### config.mk
export PLATFORM = sky130hd
export DESIGN_NAME = clock_gen_register_bank
export DESIGN_NICKNAME = d
export VERILOG_FILES = /design/src/clock_reset_gen_pkg.sv /design/src/clock_gen_register_bank.sv
export SDC_FILE = /design/constraint.sdc
export NUM_CORES = 1
export LEC_CHECK = 0
export ABC_AREA = 1
export BUFFER_PORTS_ARGS = -buffer_cell sky130_fd_sc_hd__buf_2
export CORE_MARGIN = 10
export CORE_UTILIZATION = 64
export CTS_CLUSTER_DIAMETER = 150
export DETAILED_ROUTE_END_ITERATION = 8
export PLACE_DENSITY = 0.84
export RECOVER_POWER = 100
export SLEW_MARGIN = 15
export SYNTH_ARGS = -nofsm -noshare
export SYNTH_HDL_FRONTEND = slang
export SYNTH_SLANG_ARGS = --single-unit
export TNS_END_PERCENT = 20
### constraint.sdc
create_clock -name clk_i -period 50.5 [get_ports clk_i]
set_clock_uncertainty 0.2 [all_clocks]
set_input_delay 5.05 -clock clk_i [delete_from_list [all_inputs] [get_ports clk_i]]
set_output_delay 5.05 -clock clk_i [all_outputs]
set_load 0.1 [all_outputs]
### src/clock_reset_gen_pkg.sv
// Package with the register map, field positions and reset values of the clock register bank.
package clock_reset_gen_pkg;

  // ----------------------------------------------------------------
  // Register offsets
  // ----------------------------------------------------------------
  localparam logic [3:0] OFS_PLL_MULTIPLIER = 4'h0;
  localparam logic [3:0] OFS_PLL_REF_DIVIDER = 4'h1;
  localparam logic [3:0] OFS_FACTORY_TEST_FLAGS = 4'h2;
  localparam logic [3:0] OFS_CLOCK_FLAGS = 4'h3;
  localparam logic [3:0] OFS_CLOCK_IRQ_ENABLE = 4'h4;
  localparam logic [3:0] OFS_CLOCK_SOURCE_SELECT = 4'h5;
  localparam logic [3:0] OFS_PLL_CONTROL = 4'h6;
  localparam logic [3:0] OFS_PERIODIC_IRQ_CONTROL = 4'h7;
  localparam logic [3:0] OFS_WATCHDOG_CONTROL = 4'h8;
  localparam logic [3:0] OFS_FACTORY_FORCE_BYPASS = 4'h9;
  localparam logic [3:0] OFS_FACTORY_TEST_CONTROL = 4'ha;
  localparam logic [3:0] OFS_WATCHDOG_SERVICE = 4'hb;

  // ----------------------------------------------------------------
  // Field widths and positions
  // ----------------------------------------------------------------
  localparam int MULT_W = 6;
  localparam int REFDIV_W = 4;
  localparam int BIT_PERIODIC_FLAG = 7;
  localparam int BIT_POWER_ON_FLAG = 6;
  localparam int BIT_LOW_VOLTAGE_FLAG = 5;
  localparam int BIT_LOCK_CHANGE_FLAG = 4;
  localparam int BIT_LOCK_STATUS = 3;
  localparam int BIT_TRACK_STATUS = 2;
  localparam int BIT_SELFCLOCK_CHANGE_FLAG = 1;
  localparam int BIT_SELFCLOCK_STATUS = 0;
  localparam int BIT_PERIODIC_ENABLE = 7;
  localparam int BIT_LOCK_CHANGE_ENABLE = 4;
  localparam int BIT_SELFCLOCK_CHANGE_ENABLE = 1;
  localparam int BIT_PLL_SOURCE_SELECT = 7;
  localparam int BIT_PLL_AUTO = 5;

  // ----------------------------------------------------------------
  // Implemented-bit masks and reset values
  // ----------------------------------------------------------------
  localparam logic [7:0] MASK_IRQ_ENABLE = 8'h92;
  localparam logic [7:0] MASK_PLL_CONTROL = 8'hf7;
  localparam logic [7:0] MASK_PERIODIC_CONTROL = 8'h7f;
  localparam logic [7:0] MASK_WATCHDOG_CONTROL = 8'hc7;
  localparam logic [7:0] RST_REG = 8'h00;
  localparam logic [7:0] RST_PLL_CONTROL = 8'h00;

endpackage

### src/clock_gen_register_bank.sv
// Register bank, flag logic and clock-rate arithmetic of the clock and reset generator.
`timescale 1ns/100ps

// Behaviour
// [RULE1] PLL rate is twice oscillator rate times (multiplier+1) over (divider+1).
// [RULE2] Reference rate is oscillator rate divided by four-bit divider plus one.
// [RULE3] Multiplier writes are ignored while PLL select is set; reads always work.
// [RULE4] Divider writes are ignored while PLL select is set; reads always work.
// [RULE5] An accepted multiplier or divider write restarts lock and track detection.
// [RULE6] With PLL selected, bus rate is PLL rate divided by two.
// [RULE7] PLL rate never drops below the self-clock minimum rate.
// [RULE8] Factory test flags read zero and ignore writes outside special mode.
// [RULE9] Force/bypass and test control are factory-only like the test flags.
// [RULE10] Periodic flag bit 7 sets each interval, clears on write 1.
// [RULE11] Power-on flag bit 6 set by power-on reset, survives system reset.
// [RULE12] Low-voltage flag bit 5 set on low-voltage reset, zero when feature absent.
// [RULE13] Lock-change flag bit 4 sets on any lock status change, clears on 1.
// [RULE14] Lock status bit 3 follows detector, forced zero in self-clock mode.
// [RULE15] Track status bit 2 follows detector, forced zero in self-clock mode.
// [RULE16] Self-clock change flag bit 1 sets on status change, clears on 1.
// [RULE17] Bit 0 reads one in self-clock mode, zero with oscillator present.
// [RULE18] Twelve registers decode at module offsets 0x0 through 0xb.
// [RULE19] Watchdog service accepts byte writes and always reads zero.
// [RULE20] Enable register bits 7, 4 and 1 gate the three interrupting flags.
// [RULE21] Level interrupt while any enabled interrupting flag is set.
// [RULE22] Unimplemented bits read zero and ignore writes.
module clock_gen_register_bank #(
  parameter int FREQ_W = 16,
  parameter int SELFCLOCK_KHZ = 1000,
  parameter bit LOW_VOLTAGE_PRESENT = 1'b1
) (
  // Clock and resets
  input wire logic clk_i,
  input wire logic arst_n_i,
  input wire logic por_n_i,
  // Register port
  input wire logic [3:0] addr_i,
  input wire logic [7:0] wdata_i,
  input wire logic wr_i,
  input wire logic rd_i,
  output logic [7:0] rdata_o,
  // Chip mode and events
  input wire logic special_mode_i,
  input wire logic periodic_tick_i,
  input wire logic low_voltage_event_i,
  input wire logic selfclock_mode_i,
  // PLL detector and rate inputs
  input wire logic pll_lock_raw_i,
  input wire logic pll_track_raw_i,
  input wire logic [FREQ_W-1:0] osc_freq_khz_i,
  // Clock control outputs
  output logic [FREQ_W+7:0] pll_freq_khz_o,
  output logic [FREQ_W-1:0] ref_freq_khz_o,
  output logic [FREQ_W+6:0] bus_freq_khz_o,
  output logic pll_source_select_o,
  output logic detector_reinit_o,
  output logic [7:0] pll_control_o,
  output logic [7:0] clock_source_select_o,
  output logic [7:0] periodic_irq_control_o,
  output logic [7:0] watchdog_control_o,
  output logic watchdog_service_o,
  output logic [7:0] watchdog_service_data_o,
  output logic [7:0] factory_force_bypass_o,
  output logic [7:0] factory_test_control_o,
  output logic irq_o
);

  // ----------------------------------------------------------------
  // Parameter checks
  // ----------------------------------------------------------------
  initial begin
    if (FREQ_W < 8 || FREQ_W > 24) begin
      $error("FREQ_W must lie between 8 and 24");
    end
    if (SELFCLOCK_KHZ < 1 || SELFCLOCK_KHZ >= (1 << FREQ_W)) begin
      $error("SELFCLOCK_KHZ must fit in FREQ_W bits");
    end
  end

  localparam logic [FREQ_W+7:0] SELFCLOCK_FREQ = (FREQ_W+8)'(SELFCLOCK_KHZ);

  // ----------------------------------------------------------------
  // Register state
  // ----------------------------------------------------------------
  logic [clock_reset_gen_pkg::MULT_W-1:0] pll_multiplier;
  logic [clock_reset_gen_pkg::REFDIV_W-1:0] pll_ref_divider;
  logic [7:0] factory_test_flags;
  logic [7:0] factory_force_bypass;
  logic [7:0] factory_test_control;
  logic [7:0] clock_irq_enable;
  logic [7:0] clock_source_select;
  logic [7:0] pll_control;
  logic [7:0] periodic_irq_control;
  logic [7:0] watchdog_control;
  logic periodic_irq_flag;
  logic power_on_flag;
  logic low_voltage_flag;
  logic pll_lock_change_flag;
  logic selfclock_change_flag;
  logic lock_status;
  logic track_status;
  logic selfclock_status;

  // ----------------------------------------------------------------
  // Address decode
  // ----------------------------------------------------------------
  wire sel_mult = (addr_i == clock_reset_gen_pkg::OFS_PLL_MULTIPLIER); // RULE18
  wire sel_refdiv = (addr_i == clock_reset_gen_pkg::OFS_PLL_REF_DIVIDER);
  wire sel_tflags = (addr_i == clock_reset_gen_pkg::OFS_FACTORY_TEST_FLAGS);
  wire sel_flags = (addr_i == clock_reset_gen_pkg::OFS_CLOCK_FLAGS);
  wire sel_irqen = (addr_i == clock_reset_gen_pkg::OFS_CLOCK_IRQ_ENABLE);
  wire sel_clock_source_select = (addr_i == clock_reset_gen_pkg::OFS_CLOCK_SOURCE_SELECT);
  wire sel_pll_control = (addr_i == clock_reset_gen_pkg::OFS_PLL_CONTROL);
  wire sel_periodic_irq_control = (addr_i == clock_reset_gen_pkg::OFS_PERIODIC_IRQ_CONTROL);
  wire sel_wdctl = (addr_i == clock_reset_gen_pkg::OFS_WATCHDOG_CONTROL);
  wire sel_factory_force_bypass = (addr_i == clock_reset_gen_pkg::OFS_FACTORY_FORCE_BYPASS);
  wire sel_tctl = (addr_i == clock_reset_gen_pkg::OFS_FACTORY_TEST_CONTROL);
  wire sel_wdsvc = (addr_i == clock_reset_gen_pkg::OFS_WATCHDOG_SERVICE);

  wire pll_sel = clock_source_select[clock_reset_gen_pkg::BIT_PLL_SOURCE_SELECT];
  wire wr_mult = wr_i && sel_mult && !pll_sel; // RULE3
  wire wr_refdiv = wr_i && sel_refdiv && !pll_sel; // RULE4
  wire detector_reinit = wr_mult || wr_refdiv; // RULE5
  wire wr_flags = wr_i && sel_flags;
  wire wr_test = wr_i && special_mode_i; // RULE8 RULE9

  // PLL select may only be raised once the PLL is stable.
  wire pll_auto = pll_control[clock_reset_gen_pkg::BIT_PLL_AUTO];
  wire pll_stable = pll_auto ? lock_status : track_status;
  wire sel_write_ok = !wdata_i[clock_reset_gen_pkg::BIT_PLL_SOURCE_SELECT] || pll_stable;
  wire [7:0] next_clock_source_select = {
    wdata_i[clock_reset_gen_pkg::BIT_PLL_SOURCE_SELECT] && sel_write_ok && !selfclock_mode_i,
    wdata_i[6:0]};

  // ----------------------------------------------------------------
  // Status bits and change flags
  // ----------------------------------------------------------------
  wire next_lock_status = !selfclock_mode_i && !detector_reinit && pll_lock_raw_i; // RULE14
  wire next_track_status = !selfclock_mode_i && !detector_reinit && pll_track_raw_i; // RULE15
  wire lock_changed = (next_lock_status != lock_status); // RULE13
  wire selfclock_changed = (selfclock_mode_i != selfclock_status); // RULE16

  // Setting wins over a clear by write in the same cycle.
  wire next_periodic_irq_flag = periodic_tick_i ||
    (periodic_irq_flag && !(wr_flags && wdata_i[clock_reset_gen_pkg::BIT_PERIODIC_FLAG]));
  wire next_lock_change_flag = lock_changed ||
    (pll_lock_change_flag && !(wr_flags && wdata_i[clock_reset_gen_pkg::BIT_LOCK_CHANGE_FLAG]));
  wire next_selfclock_change_flag = selfclock_changed ||
    (selfclock_change_flag &&
     !(wr_flags && wdata_i[clock_reset_gen_pkg::BIT_SELFCLOCK_CHANGE_FLAG]));
  wire next_power_on_flag = power_on_flag &&
    !(wr_flags && wdata_i[clock_reset_gen_pkg::BIT_POWER_ON_FLAG]);
  wire next_low_voltage_flag = LOW_VOLTAGE_PRESENT && (low_voltage_event_i ||
    (low_voltage_flag && !(wr_flags && wdata_i[clock_reset_gen_pkg::BIT_LOW_VOLTAGE_FLAG])));

  wire [7:0] clock_flags = {periodic_irq_flag, power_on_flag, low_voltage_flag,
    pll_lock_change_flag, lock_status, track_status, selfclock_change_flag,
    selfclock_status};

  // ----------------------------------------------------------------
  // Read multiplexer
  // ----------------------------------------------------------------
  wire [7:0] test_view_flags = special_mode_i ? factory_test_flags : 8'h00; // RULE8
  wire [7:0] test_view_bypass = special_mode_i ? factory_force_bypass : 8'h00; // RULE9
  wire [7:0] test_view_control = special_mode_i ? factory_test_control : 8'h00;
  logic [7:0] read_value;
  always_comb begin
    if (sel_mult) begin
      read_value = {2'b00, pll_multiplier}; // RULE22
    end else if (sel_refdiv) begin
      read_value = {4'h0, pll_ref_divider};
    end else if (sel_tflags) begin
      read_value = test_view_flags;
    end else if (sel_flags) begin
      read_value = clock_flags; // RULE17
    end else if (sel_irqen) begin
      read_value = clock_irq_enable;
    end else if (sel_clock_source_select) begin
      read_value = clock_source_select;
    end else if (sel_pll_control) begin
      read_value = pll_control;
    end else if (sel_periodic_irq_control) begin
      read_value = periodic_irq_control;
    end else if (sel_wdctl) begin
      read_value = watchdog_control;
    end else if (sel_factory_force_bypass) begin
      read_value = test_view_bypass;
    end else if (sel_tctl) begin
      read_value = test_view_control;
    end else begin
      read_value = 8'h00; // RULE19
    end
  end

  always_ff @(posedge clk_i or negedge arst_n_i) begin
    if (!arst_n_i) begin
      rdata_o <= 8'h00;
    end else begin
      rdata_o <= rd_i ? read_value : 8'h00;
    end
  end

  // ----------------------------------------------------------------
  // Control registers
  // ----------------------------------------------------------------
  always_ff @(posedge clk_i or negedge arst_n_i) begin
    if (!arst_n_i) begin
      pll_multiplier <= '0;
      pll_ref_divider <= '0;
    end else begin
      if (wr_mult) begin
        pll_multiplier <= wdata_i[clock_reset_gen_pkg::MULT_W-1:0]; // RULE3 RULE22
      end
      if (wr_refdiv) begin
        pll_ref_divider <= wdata_i[clock_reset_gen_pkg::REFDIV_W-1:0]; // RULE4 RULE22
      end
    end
  end

  always_ff @(posedge clk_i or negedge arst_n_i) begin
    if (!arst_n_i) begin
      clock_irq_enable <= clock_reset_gen_pkg::RST_REG;
      pll_control <= clock_reset_gen_pkg::RST_PLL_CONTROL;
      periodic_irq_control <= clock_reset_gen_pkg::RST_REG;
      watchdog_control <= clock_reset_gen_pkg::RST_REG;
    end else if (wr_i) begin
      if (sel_irqen) begin
        clock_irq_enable <= wdata_i & clock_reset_gen_pkg::MASK_IRQ_ENABLE; // RULE20
      end
      if (sel_pll_control) begin
        pll_control <= wdata_i & clock_reset_gen_pkg::MASK_PLL_CONTROL; // RULE22
      end
      if (sel_periodic_irq_control) begin
        periodic_irq_control <= wdata_i & clock_reset_gen_pkg::MASK_PERIODIC_CONTROL;
      end
      if (sel_wdctl) begin
        watchdog_control <= wdata_i & clock_reset_gen_pkg::MASK_WATCHDOG_CONTROL;
      end
    end
  end

  // Self-clock mode drops the PLL selection.
  always_ff @(posedge clk_i or negedge arst_n_i) begin
    if (!arst_n_i) begin
      clock_source_select <= clock_reset_gen_pkg::RST_REG;
    end else if (wr_i && sel_clock_source_select) begin
      clock_source_select <= next_clock_source_select;
    end else if (selfclock_mode_i) begin
      clock_source_select[clock_reset_gen_pkg::BIT_PLL_SOURCE_SELECT] <= 1'b0;
    end
  end

  always_ff @(posedge clk_i or negedge arst_n_i) begin
    if (!arst_n_i) begin
      factory_test_flags <= clock_reset_gen_pkg::RST_REG;
      factory_force_bypass <= clock_reset_gen_pkg::RST_REG;
      factory_test_control <= clock_reset_gen_pkg::RST_REG;
    end else if (wr_test) begin
      if (sel_tflags) begin
        factory_test_flags <= wdata_i; // RULE8
      end
      if (sel_factory_force_bypass) begin
        factory_force_bypass <= wdata_i; // RULE9
      end
      if (sel_tctl) begin
        factory_test_control <= wdata_i; // RULE9
      end
    end
  end

  // ----------------------------------------------------------------
  // Flags and status
  // ----------------------------------------------------------------
  always_ff @(posedge clk_i or negedge arst_n_i) begin
    if (!arst_n_i) begin
      periodic_irq_flag <= 1'b0;
      pll_lock_change_flag <= 1'b0;
      selfclock_change_flag <= 1'b0;
      lock_status <= 1'b0;
      track_status <= 1'b0;
      selfclock_status <= 1'b0;
    end else begin
      periodic_irq_flag <= next_periodic_irq_flag; // RULE10
      pll_lock_change_flag <= next_lock_change_flag; // RULE13
      selfclock_change_flag <= next_selfclock_change_flag; // RULE16
      lock_status <= next_lock_status; // RULE5 RULE14
      track_status <= next_track_status; // RULE5 RULE15
      selfclock_status <= selfclock_mode_i; // RULE17
    end
  end

  // These two flags live on the power-on reset only, so system reset keeps them.
  always_ff @(posedge clk_i or negedge por_n_i) begin
    if (!por_n_i) begin
      power_on_flag <= 1'b1; // RULE11
      low_voltage_flag <= 1'b0;
    end else begin
      power_on_flag <= next_power_on_flag; // RULE11
      low_voltage_flag <= next_low_voltage_flag; // RULE12
    end
  end

  // ----------------------------------------------------------------
  // Rate arithmetic
  // ----------------------------------------------------------------
  wire [FREQ_W+7:0] pll_product = (FREQ_W+8)'({osc_freq_khz_i, 1'b0} *
    ({1'b0, pll_multiplier} + 7'h01));
  wire [FREQ_W+7:0] pll_quotient = pll_product / ({1'b0, pll_ref_divider} + 5'h01); // RULE1
  wire [FREQ_W+7:0] pll_rate = selfclock_mode_i || (pll_quotient < SELFCLOCK_FREQ) ?
    SELFCLOCK_FREQ : pll_quotient; // RULE7
  wire [FREQ_W-1:0] ref_rate = FREQ_W'(osc_freq_khz_i /
    ({1'b0, pll_ref_divider} + 5'h01)); // RULE2
  wire [FREQ_W+6:0] bus_rate = pll_sel ? pll_rate[FREQ_W+7:1] :
    (FREQ_W+7)'(osc_freq_khz_i[FREQ_W-1:1]); // RULE6

  always_ff @(posedge clk_i or negedge arst_n_i) begin
    if (!arst_n_i) begin
      pll_freq_khz_o <= '0;
      ref_freq_khz_o <= '0;
      bus_freq_khz_o <= '0;
    end else begin
      pll_freq_khz_o <= pll_rate;
      ref_freq_khz_o <= ref_rate;
      bus_freq_khz_o <= bus_rate;
    end
  end

  // ----------------------------------------------------------------
  // Watchdog service and pulses
  // ----------------------------------------------------------------
  always_ff @(posedge clk_i or negedge arst_n_i) begin
    if (!arst_n_i) begin
      watchdog_service_o <= 1'b0;
      watchdog_service_data_o <= 8'h00;
      detector_reinit_o <= 1'b0;
    end else begin
      watchdog_service_o <= wr_i && sel_wdsvc; // RULE19
      if (wr_i && sel_wdsvc) begin
        watchdog_service_data_o <= wdata_i;
      end
      detector_reinit_o <= detector_reinit; // RULE5
    end
  end

  // ----------------------------------------------------------------
  // Outputs
  // ----------------------------------------------------------------
  assign irq_o = (periodic_irq_flag &&
                  clock_irq_enable[clock_reset_gen_pkg::BIT_PERIODIC_ENABLE]) ||
                 (pll_lock_change_flag &&
                  clock_irq_enable[clock_reset_gen_pkg::BIT_LOCK_CHANGE_ENABLE]) ||
                 (selfclock_change_flag &&
                  clock_irq_enable[clock_reset_gen_pkg::BIT_SELFCLOCK_CHANGE_ENABLE]); // RULE21
  assign pll_source_select_o = pll_sel;
  assign pll_control_o = pll_control;
  assign clock_source_select_o = clock_source_select;
  assign periodic_irq_control_o = periodic_irq_control;
  assign watchdog_control_o = watchdog_control;
  assign factory_force_bypass_o = test_view_bypass;
  assign factory_test_control_o = test_view_control;

endmodule

# --- After elaboration in Yosys (flattened, before gate mapping) ---
# Cells that the tools add are included.
word_totals:
  elab_cells: 119
  in_bits: 39
  ff_bits: 153
  output_inout_bits: 131
classes:
  n_reduce_logical: 53
  n_eq_ne: 13
  multipliers: 1
  addsub: 3
  n_div: 2
  n_mux: 20
  n_lt_le_gt_ge: 1
op_table:
  columns: ["operator", "n"]
  rows:
  - ["$mux 8", 15]
  - ["$logic_and 1x1->1", 26]
  - ["$div 24x24->24", 1]
  - ["$lt 24x10->1 const B", 1]
  - ["$mux 24", 1]
  - ["$mul 16x7->23", 1]
  - ["$mux 23", 1]
  - ["$div 16x16->16", 1]
  - ["$eq 4x3->1 const B", 4]
  - ["$eq 4x4->1 const B", 4]
  - ["$reduce_and 2->1", 7]
  - ["$add 4x1->5 const B", 2]
  - ["$logic_not 1->1", 9]
  - ["$logic_or 1x1->1", 9]
  - ["$eq 4x2->1 const B", 2]
  - ["$add 6x1->7 const B", 1]
  - ["$eq 4x1->1 const B", 1]
  - ["$logic_not 4->1", 1]
  - ["$mux 1", 3]
  - ["$ne 1x1->1", 2]
  - ["$reduce_bool 2->1", 1]

# --- Depth between registers and ports, before layout ---
# Gate-level depths: netlist of run 1.
depth:
  ltp_word: 13
  ltp_mapped: 303
  depth_no_buf: 293

# --- Worst setup path after synthesis of run 1 ---
# No wires, ideal clock.
synth_path:
  path_kind: "input port to flip-flop"
  startpoint: "input osc_freq_khz_i[9]"
  endpoint: "register pll_freq_khz_o[0]"
  setup_time_ns: 0.121
  arrival_ns: 45.228
  path_stages: 290
  n_path_buf: 15
  slack_ns: 4.952
  required_ns: 50.179
  cell_sequence: "inv_1 nor2_1 fa_1 inv_1 fa_1 inv_1 fa_1 inv_1 fa_1 inv_1 ha_1 nand2_1 nand2_1 nand2_1 nand2_1 a21oi_1 nand4_1 nand2_1 [... 254 more ...] ha_1 a21oi_1 o21ai_0 or2_2 nand2_1 nand4_2 nor2_2 nand2_2 buf_2 o21ai_0 inv_1 ha_1 a21oi_2 nand3_1 nor2_1 nand2_1 nor2_1 a21oi_1"
synth_via:
  elab_chain_cells: 5
synth_rtl:
  columns: ["element", "line", "rtl"]
  rows:
  - ["from (decl)", "clock_gen_register_bank.sv:50", "input wire logic [FREQ_W-1:0] osc_freq_khz_i,"]
  - ["$mul 16x7->23 *", "clock_gen_register_bank.sv:306", "wire [FREQ_W+7:0] pll_product = (FREQ_W+8)'({osc_freq_khz_i, 1'b0} *"]
  - ["$div 24x24->24 *", "clock_gen_register_bank.sv:308", "wire [FREQ_W+7:0] pll_quotient = pll_product / ({1'b0, pll_ref_divider} + 5'h01);"]
  - ["$lt 24x10->1", "clock_gen_register_bank.sv:309", "wire [FREQ_W+7:0] pll_rate = selfclock_mode_i || (pll_quotient < SELFCLOCK_FREQ) ?"]
  - ["$logic_or 1x1->1", "clock_gen_register_bank.sv:309", null]
  - ["$mux 24 *", "clock_gen_register_bank.sv:309", null]
  - ["net pll_rate[0]", "clock_gen_register_bank.sv:309", null]
  - ["to (signal assigned)", "clock_gen_register_bank.sv:322", "pll_freq_khz_o <= pll_rate;"]
  - ["to (decl)", "clock_gen_register_bank.sv:52", "output logic [FREQ_W+7:0] pll_freq_khz_o,"]
# The timed path passes the listed nets; every way through them passes the cells marked *.
# A chain may end at the register's enable or synchronous reset.

# --- Worst setup path after layout of run 1 ---
layout_path:
  startpoint: "input osc_freq_khz_i[11]"
  endpoint: "register pll_freq_khz_o[0]"
# Same word-level chain as after synthesis.

==> summary.md, run 1 <==
| Metric | Value |
|---|---|
| Num CTS Buffers | 17 |
| Slew HR | -185.1% |
| Top reg by flops | pll_freq_khz_o |
| Largest net degree at the start of global routing | 79 |
| EDFF count, synth | 0 |
| DR vias | 26560 |
| Worst skew pair latency | ~460 ps |
| Fin. Hold Viols | 0 |
| # setup viols final | 0 |
| GPL Wtd Cong | 1.001 |
| Row count | 73 |
| Top flop regs | pll_freq_khz_o: 24 flops, bus_freq_khz_o: 23 flops, ref_freq_khz_o: 16 flops |
| Area Growth Syn to Fin | 8.089% |
| Clock Path Buffers | 2 |
| Core ar. | 39640 µm² |
| Vias per inst | approximately 5.6 |
| Nature of the critical path endpoint | flop |
| CP arrival | between 40000 and 50000 ps |
| Hold-fix buffers, CTS | 0 |
| Slowest cell on crit path | fa_1 |
| Chip Height | 219.9 µm |
| Max-Cap Viols | 2 |
| Antenna-violating nets left | 0 |
| Drt pass-1 iters | 6 |
| Main flop type after synthesis | dfrtp_1 |
| Share of layout cells above drive strength 1 | around 11% |
| Failing checks | capacitance limit, slew limit |
| Worst slew pin tran | roughly 4300 ps |
| Io pins | 170 |
| Seq/Total Area, Yosys | 14.98% |
| Cells after Synth | ~4000 |
| Total GRT Usage | 29.05% |
| Pins Over Slew Limit | 154 |
| Status | finished, violations left |
| Ys async rst share | 100.0% |
| Critical Path Max Stage Delay | approximately 540 ps |
| Ant diodes | 0 |
| CP startpoint kind | input pin |
| Full die area | 48350 µm² |
| Starting Density | 64.50% |
| CTS clk-pin slew, worst paths | 80 ps |
| Hold Path Class | reg -> reg |
| Initial antenna violation count | 0 |
| Worst EP required | 50620 ps |
| Crit path time final | approximately 47000 ps |
| Cell variety after synth | about 70 |
| Setup WS pre-CTS | -747.7 ps |
| CTS tree | built |
| Post-Route WL | a little over 70 mm |
| Die width | 219.9 µm |
| First-pass GRT wire length | 117.0 mm |
| Clock root cell | clkbuf_16 |
| Post-Syn Area | 25570 µm² |
| # nets final | between 4000 and 5000 |
| Initial DRC Count | 2246 |
| #FFs+latches synth | 153 |
| Worst setup margin | 3859 ps |
| H-tree depth | 4 |
| Final core utilization | 69.72% |
| Yosys warns | 0 |
| Global route total overflow | 0 |
| Port-buffer cells | approximately 160 |
| Post-DR wirelength/cell | 15.15 µm |
| DRC | 0 |
| CP Max Fanout | 30 |
| Detail Placement HPWL | around 56 mm |
| Vias in the first global route | approximately 24000 |
| Syn avg cell area | 6.337 µm² |
| Max FFs per register | 24 |
| Crit share post-route | 92.36% |
| Sink Count | around 150 |
| Setup Crit Path Kind | in -> reg |
| Most used cell, CP | nand2_1 |
| Fmax | 21.44 MHz |
==> cell type report <==
class / instances / area [µm²]
Clock buffer: 17 / 425.4
Tap cell: 525 / 656.9
Clock inverter: 15 / 201.4
Fill cell: 3543 / 12000
Timing Repair Buffer: 212 / 1010
Sequential cell: 153 / 3831
Inverter: 676 / 2585
Multi-Input combinational cell: 3140 / 18930
==> cells in the mapped netlist, types with 23 or more instances <==
master / instances / share of area [%]
nand2_1: 1078 / 16
inv_1: 591 / 8.7
nor2_1: 376 / 5.5
o21ai_0: 260 / 5.1
nand3_1: 239 / 4.7
ha_1: 224 / 11
dfrtp_1: 152 / 15
a21oi_1: 131 / 2.6
xor2_1: 94 / 3.2
nand4_1: 93 / 2.3
nand2_2: 87 / 2.1
fa_1: 69 / 5.4
xnor2_1: 61 / 2.1
inv_2: 56 / 0.82
nor3_1: 44 / 0.86
o21ai_1: 43 / 0.84
clkbuf_1: 40 / 0.59
nand3_2: 37 / 1.4
o21bai_1: 35 / 1.0
nor2_2: 27 / 0.66
a21o_1: 23 / 0.68
nor2_4: 23 / 1.0
==> metrics by stage <==
step	area (µm²)	hold WS (ps)	instances	setup TNS, ps
floorplan	25580	242.7	4039	0
global placement	26670	262.1	4665	0
detailed placement	26670	269.7	4665	-1028
CTS	27310	284.4	4697	0
global route	27640	309.3	4738	-173.0
finish	27640	284.7	4738	0
==> cells in the final DEF (no fill, tap or decap), types with 18 or more instances in the layout <==
cell / n
nand3_2: 38
nor2_2: 28
a21o_1: 23
nand2_2: 86
xor2_1: 94
inv_1: 583
nand4_1: 93
o21bai_1: 35
buf_4: 47
o21ai_1: 49
nand3_1: 238
nand2_1: 1077
nor3_1: 44
nor2_1: 371
a21oi_1: 121
xnor2_1: 60
inv_2: 56
ha_1: 224
fa_1: 69
clkbuf_1: 135
buf_2: 30
o21ai_0: 252
nor2_4: 28
or2_2: 20
clkinv_1: 18
dfrtp_1: 151
==> critical path: cells and delay by family <==
family | cells | cell delay, ps
AOI/OAI and AO/OA | 76 | 11830
adders and majority gates | 29 | 10090
buffers and inverters | 56 | 5880
and+or+nand+nor | 119 | 13790
==> final timing paths <==
| check | slack (ps) | to | depth (start not counted) | from |
|---|---|---|---|---|
| max in group asynchronous | 38820 | pll_ref_divider[0] | 2 | arst_n_i |
| setup / recovery | 3860 | pll_freq_khz_o[0] | 280 | osc_freq_khz_i[11] |
| min in group asynchronous | 4160 | low_voltage_flag | 1 | por_n_i |
| hold / removal | 280 | power_on_flag | 2 | power_on_flag |
| hold reg to reg | 280 | power_on_flag | 2 | power_on_flag |
| setup reg to reg | 6540 | pll_freq_khz_o[0] | 283 | pll_multiplier[0] |
==> cell families after synthesis <==
family / count (synthesis) / share of synthesized area [%]
and+or+nand+nor: 2105 / 38.49
buffers and inverters: 749 / 11.91
AOI/OAI and AO/OA: 578 / 12.87
adders and majority gates: 293 / 16.36
xor gates and xnor gates: 156 / 5.373
DFF: 153 / 14.98
other: 1 / 0.01467
==> timing repair <==
item	in CTS	in global routing
cloned	0	3
setup endpoints to repair	1	47
resized for setup	3	56
setup buffers	0	38
pin swaps	0	15
==> metal layers <==
metal  up-vias  GRT usage (%)  part of all wire [%]
met1     12120          37.96                    42
met5         -              0                     0
li1      13280              -                     -
met4         0          8.834                   2.6
met3       155          4.374                   7.9
met2      1006          48.60                    47
Power of run 1 is not shown: default switching activity piles up to over one toggle a cycle in this logic, so the estimate is an artifact.
==> run 2: changes to the inputs <==
--- a/config.mk
+++ b/config.mk
@@ -8,11 +8,12 @@
 export ABC_AREA = 1
 export BUFFER_PORTS_ARGS = -buffer_cell sky130_fd_sc_hd__buf_2
 export CORE_MARGIN = 10
-export CORE_UTILIZATION = 64
+export CORE_UTILIZATION = 55
 export CTS_CLUSTER_DIAMETER = 150
 export DETAILED_ROUTE_END_ITERATION = 8
-export PLACE_DENSITY = 0.84
+export PLACE_DENSITY = 0.73
 export RECOVER_POWER = 100
+export REMOVE_ABC_BUFFERS = 1
 export SLEW_MARGIN = 15
 export SYNTH_ARGS = -nofsm -noshare
 export SYNTH_HDL_FRONTEND = slang
==> run 2 against run 1 <==
The flow still finishes with violations (capacitance limit, slew limit). Global-route usage fell by 4.0 points. Non-clock buffer count fell by 10. First-iteration DRC count fell by 17%. Critical path depth fell by 1. Sequential share of layout area barely moved. Worst setup slack improved by 170 ps. Sequential cell count did not move. Via count fell by 3.3%. Final cell count rose by 1.5%. Routed wire length rose by 1.7%. Clock-buffer cell count did not move.
==> summary.md, run 2 (same netlist as run 1, synthesis figures left out) <==
| Metric | Value |
|---|---|
| Nature of the critical path endpoint | flop |
| Drt pass-1 iters | 5 (-1) |
| Placed Instances | 4739 (+1.6%) |
| CP Max Fanout | 15 (-50%) |
| DR vias | 25670 (-3.3%) |
| Critical Path Max Stage Delay | 560 ps (+20 ps) |
| Post-DR wirelength/cell | 15.19 µm (+0.26%) |
| Detail Placement HPWL | 58.36 mm (+4.1%) |
| Post-Route WL | 73.02 mm (+1.7%) |
| Full die area | 55510 µm² (+15%) |
| Initial antenna violation count | 1 (+1) |
| Clock Path Buffers | 2 (unchanged) |
| Largest net degree at the start of global routing | 80 (+1.3%) |
| Top flop regs | pll_freq_khz_o: 24 flops, bus_freq_khz_o: 23 flops, ref_freq_khz_o: 16 flops |
| Highest-count cells in the layout ignoring fill and taps | nand2_1 (1077), inv_1 (583), nor2_1 (370), o21ai_0 (252), nand3_1 (237) |
| Share of layout cells above drive strength 1 | 11.10% (-0.15 points) |
| Worst EP required | 50630 ps (about the same) |
| Global route total overflow | 0 (unchanged) |
| Final Cell Area | 27680 µm² (+0.16%) |
| Pins Over Slew Limit | 154 (unchanged) |
| Total GRT Usage | 25.07% (-4.0 points) |
| Final core utilization | 60.60% (-9.1 points) |
| Die width | 235.6 µm (+7.2%) |
| H-tree depth | 4 (unchanged) |
| Crit path time final | 46470 ps (-169.4 ps) |
| CP arrival | 46600 ps (-160 ps) |
| CTS clk-pin slew, worst paths | 80 ps (about the same) |
| GPL Wtd Cong | 0.9689 (-3.2%) |
| Top reg by flops | pll_freq_khz_o |
| Chip Height | 235.6 µm (+7.2%) |
| Max-Cap Viols | 2 (unchanged) |
| Port-buffer cells | 164 (unchanged) |
| First-pass GRT wire length | 117.8 mm (+0.67%) |
| Crit share post-route | 92.02% (-0.34 points) |
| Worst skew pair latency | 460 ps (about the same) |
| # setup viols final | 0 (unchanged) |
| Slew HR | -194.1% (-8.9 points) |
| Sink Count | 153 (unchanged) |
| Max FFs per register | 24 (unchanged) |
| DRC | 0 (unchanged) |
| CTS tree | built |
| Placement Cell Area | 26760 µm² (+0.32%) |
| Slowest cell on crit path | fa_1 |
| CP startpoint kind | input pin |
| Failing checks | capacitance limit, slew limit |
| Area Growth Syn to Fin | 8.260% |
| Most used cell, CP | nand2_1 |
| Clock root cell | clkbuf_16 |
| Final non-filler cell total | 4807 (+1.5%) |
| Most common cell after layout, fill and taps aside | nand2_1 |
| Antenna-violating nets left | 0 (unchanged) |
| Fmax | 21.52 MHz (+0.36%) |
| Setup Crit Path Kind | in -> reg |
| Num CTS Buffers | 17 (unchanged) |
| Fin. Hold Viols | 0 (unchanged) |
| Vias per inst | 5.340 (-4.7%) |
| Row count | 78 (+6.8%) |
| Hold Path Class | reg -> reg |
| Initial DRC Count | 1861 (-17%) |
| Vias in the first global route | 23550 (-3.0%) |
| WHS | 269.4 ps (-15.27 ps) |
| Core ar. | 45670 µm² (+15%) |
| Filler cell count | 4527 (+28%) |
| Io pins | 170 (unchanged) |
| R2R cell count | 280 (-1.1%) |
| Hold path depth | 2 (unchanged) |
| Status | finished, violations left |
| Hold-fix buffers, CTS | 0 (unchanged) |
| Starting Density | 55.98% (-8.5 points) |
| # nets final | 4525 (-0.15%) |
| Worst slew pin tran | 4411 ps (+133.6 ps) |
run 2: cell types whose count changed in the layout (fill, tap and decap cells not counted), sizes merged:
cell	change
o21ai	+1
buf	-10
diode	+1
nor2	+1
clkinv	+2
inv	-1
clkinvlp	-1
nand3	+1
run 2: cell type report:
type                            count  area, µm²  share of cell area [%]
Clock buffer                       17      425.4                   1.537
Tap cell                          600      750.7                   2.712
Antenna cell                        1      2.502                0.009040
Sequential cell                   153       3831                   13.84
Clock inverter                     15      206.4                  0.7458
Timing Repair Buffer              202      934.6                   3.377
Multi-Input combinational cell   3143      18960                   68.48
Inverter                          676       2574                   9.298
run 2: critical path: cells and delay by family:
| kind | cells | cell delay, ps |
|---|---|---|
| adder cells (fa/ha/maj) | 29 | 9970 |
| AND/OR/NAND/NOR | 128 | 15220 |
| AO/OA/AOI/OAI | 72 | 11380 |
| buffers and inverters | 50 | 4870 |
run 2: timing repair:
item,in CTS,in global routing
cloned,0,6
endpoints found under the setup margin,1,47
pin swaps,0,12
buffers inserted,0,29
resized for setup,2,52
run 2: worst paths after layout:
| kind | startpoint | end | slack, ps |
|---|---|---|---|
| max reg2reg | pll_multiplier[0] | pll_freq_khz_o[0] | 7120 |
| min reg2reg | power_on_flag | power_on_flag | 270 |
| min | power_on_flag | power_on_flag | 270 |
| min in group asynchronous | por_n_i | low_voltage_flag | 4180 |
| max in group asynchronous | arst_n_i | bus_freq_khz_o[9] | 38960 |
| max | osc_freq_khz_i[10] | pll_freq_khz_o[0] | 4030 |
run 2: through the flow:
step	setup slack (ps)	TNS (ps)
2_1_floorplan	4293	0
3_3_place_gp	1031	0
3_5_place_dp	-504.4	-504.4
4_1_cts	153.7	0
5_1_grt	-222.6	-222.6
6_report	4029	0
run 2: per-layer routing:
| metal | part of all wire (%) | vias to the layer above | global-route usage [%] |
|---|---|---|---|
| li1 | - | 13280 | - |
| met1 | 46 | 11680 | 33.40 |
| met2 | 46 | 592 | 41.42 |
| met3 | 4.8 | 116 | 3.579 |
| met4 | 2.7 | 0 | 7.089 |
| met5 | 0 | - | 0 |
Power of run 2 is left out for the same reason.
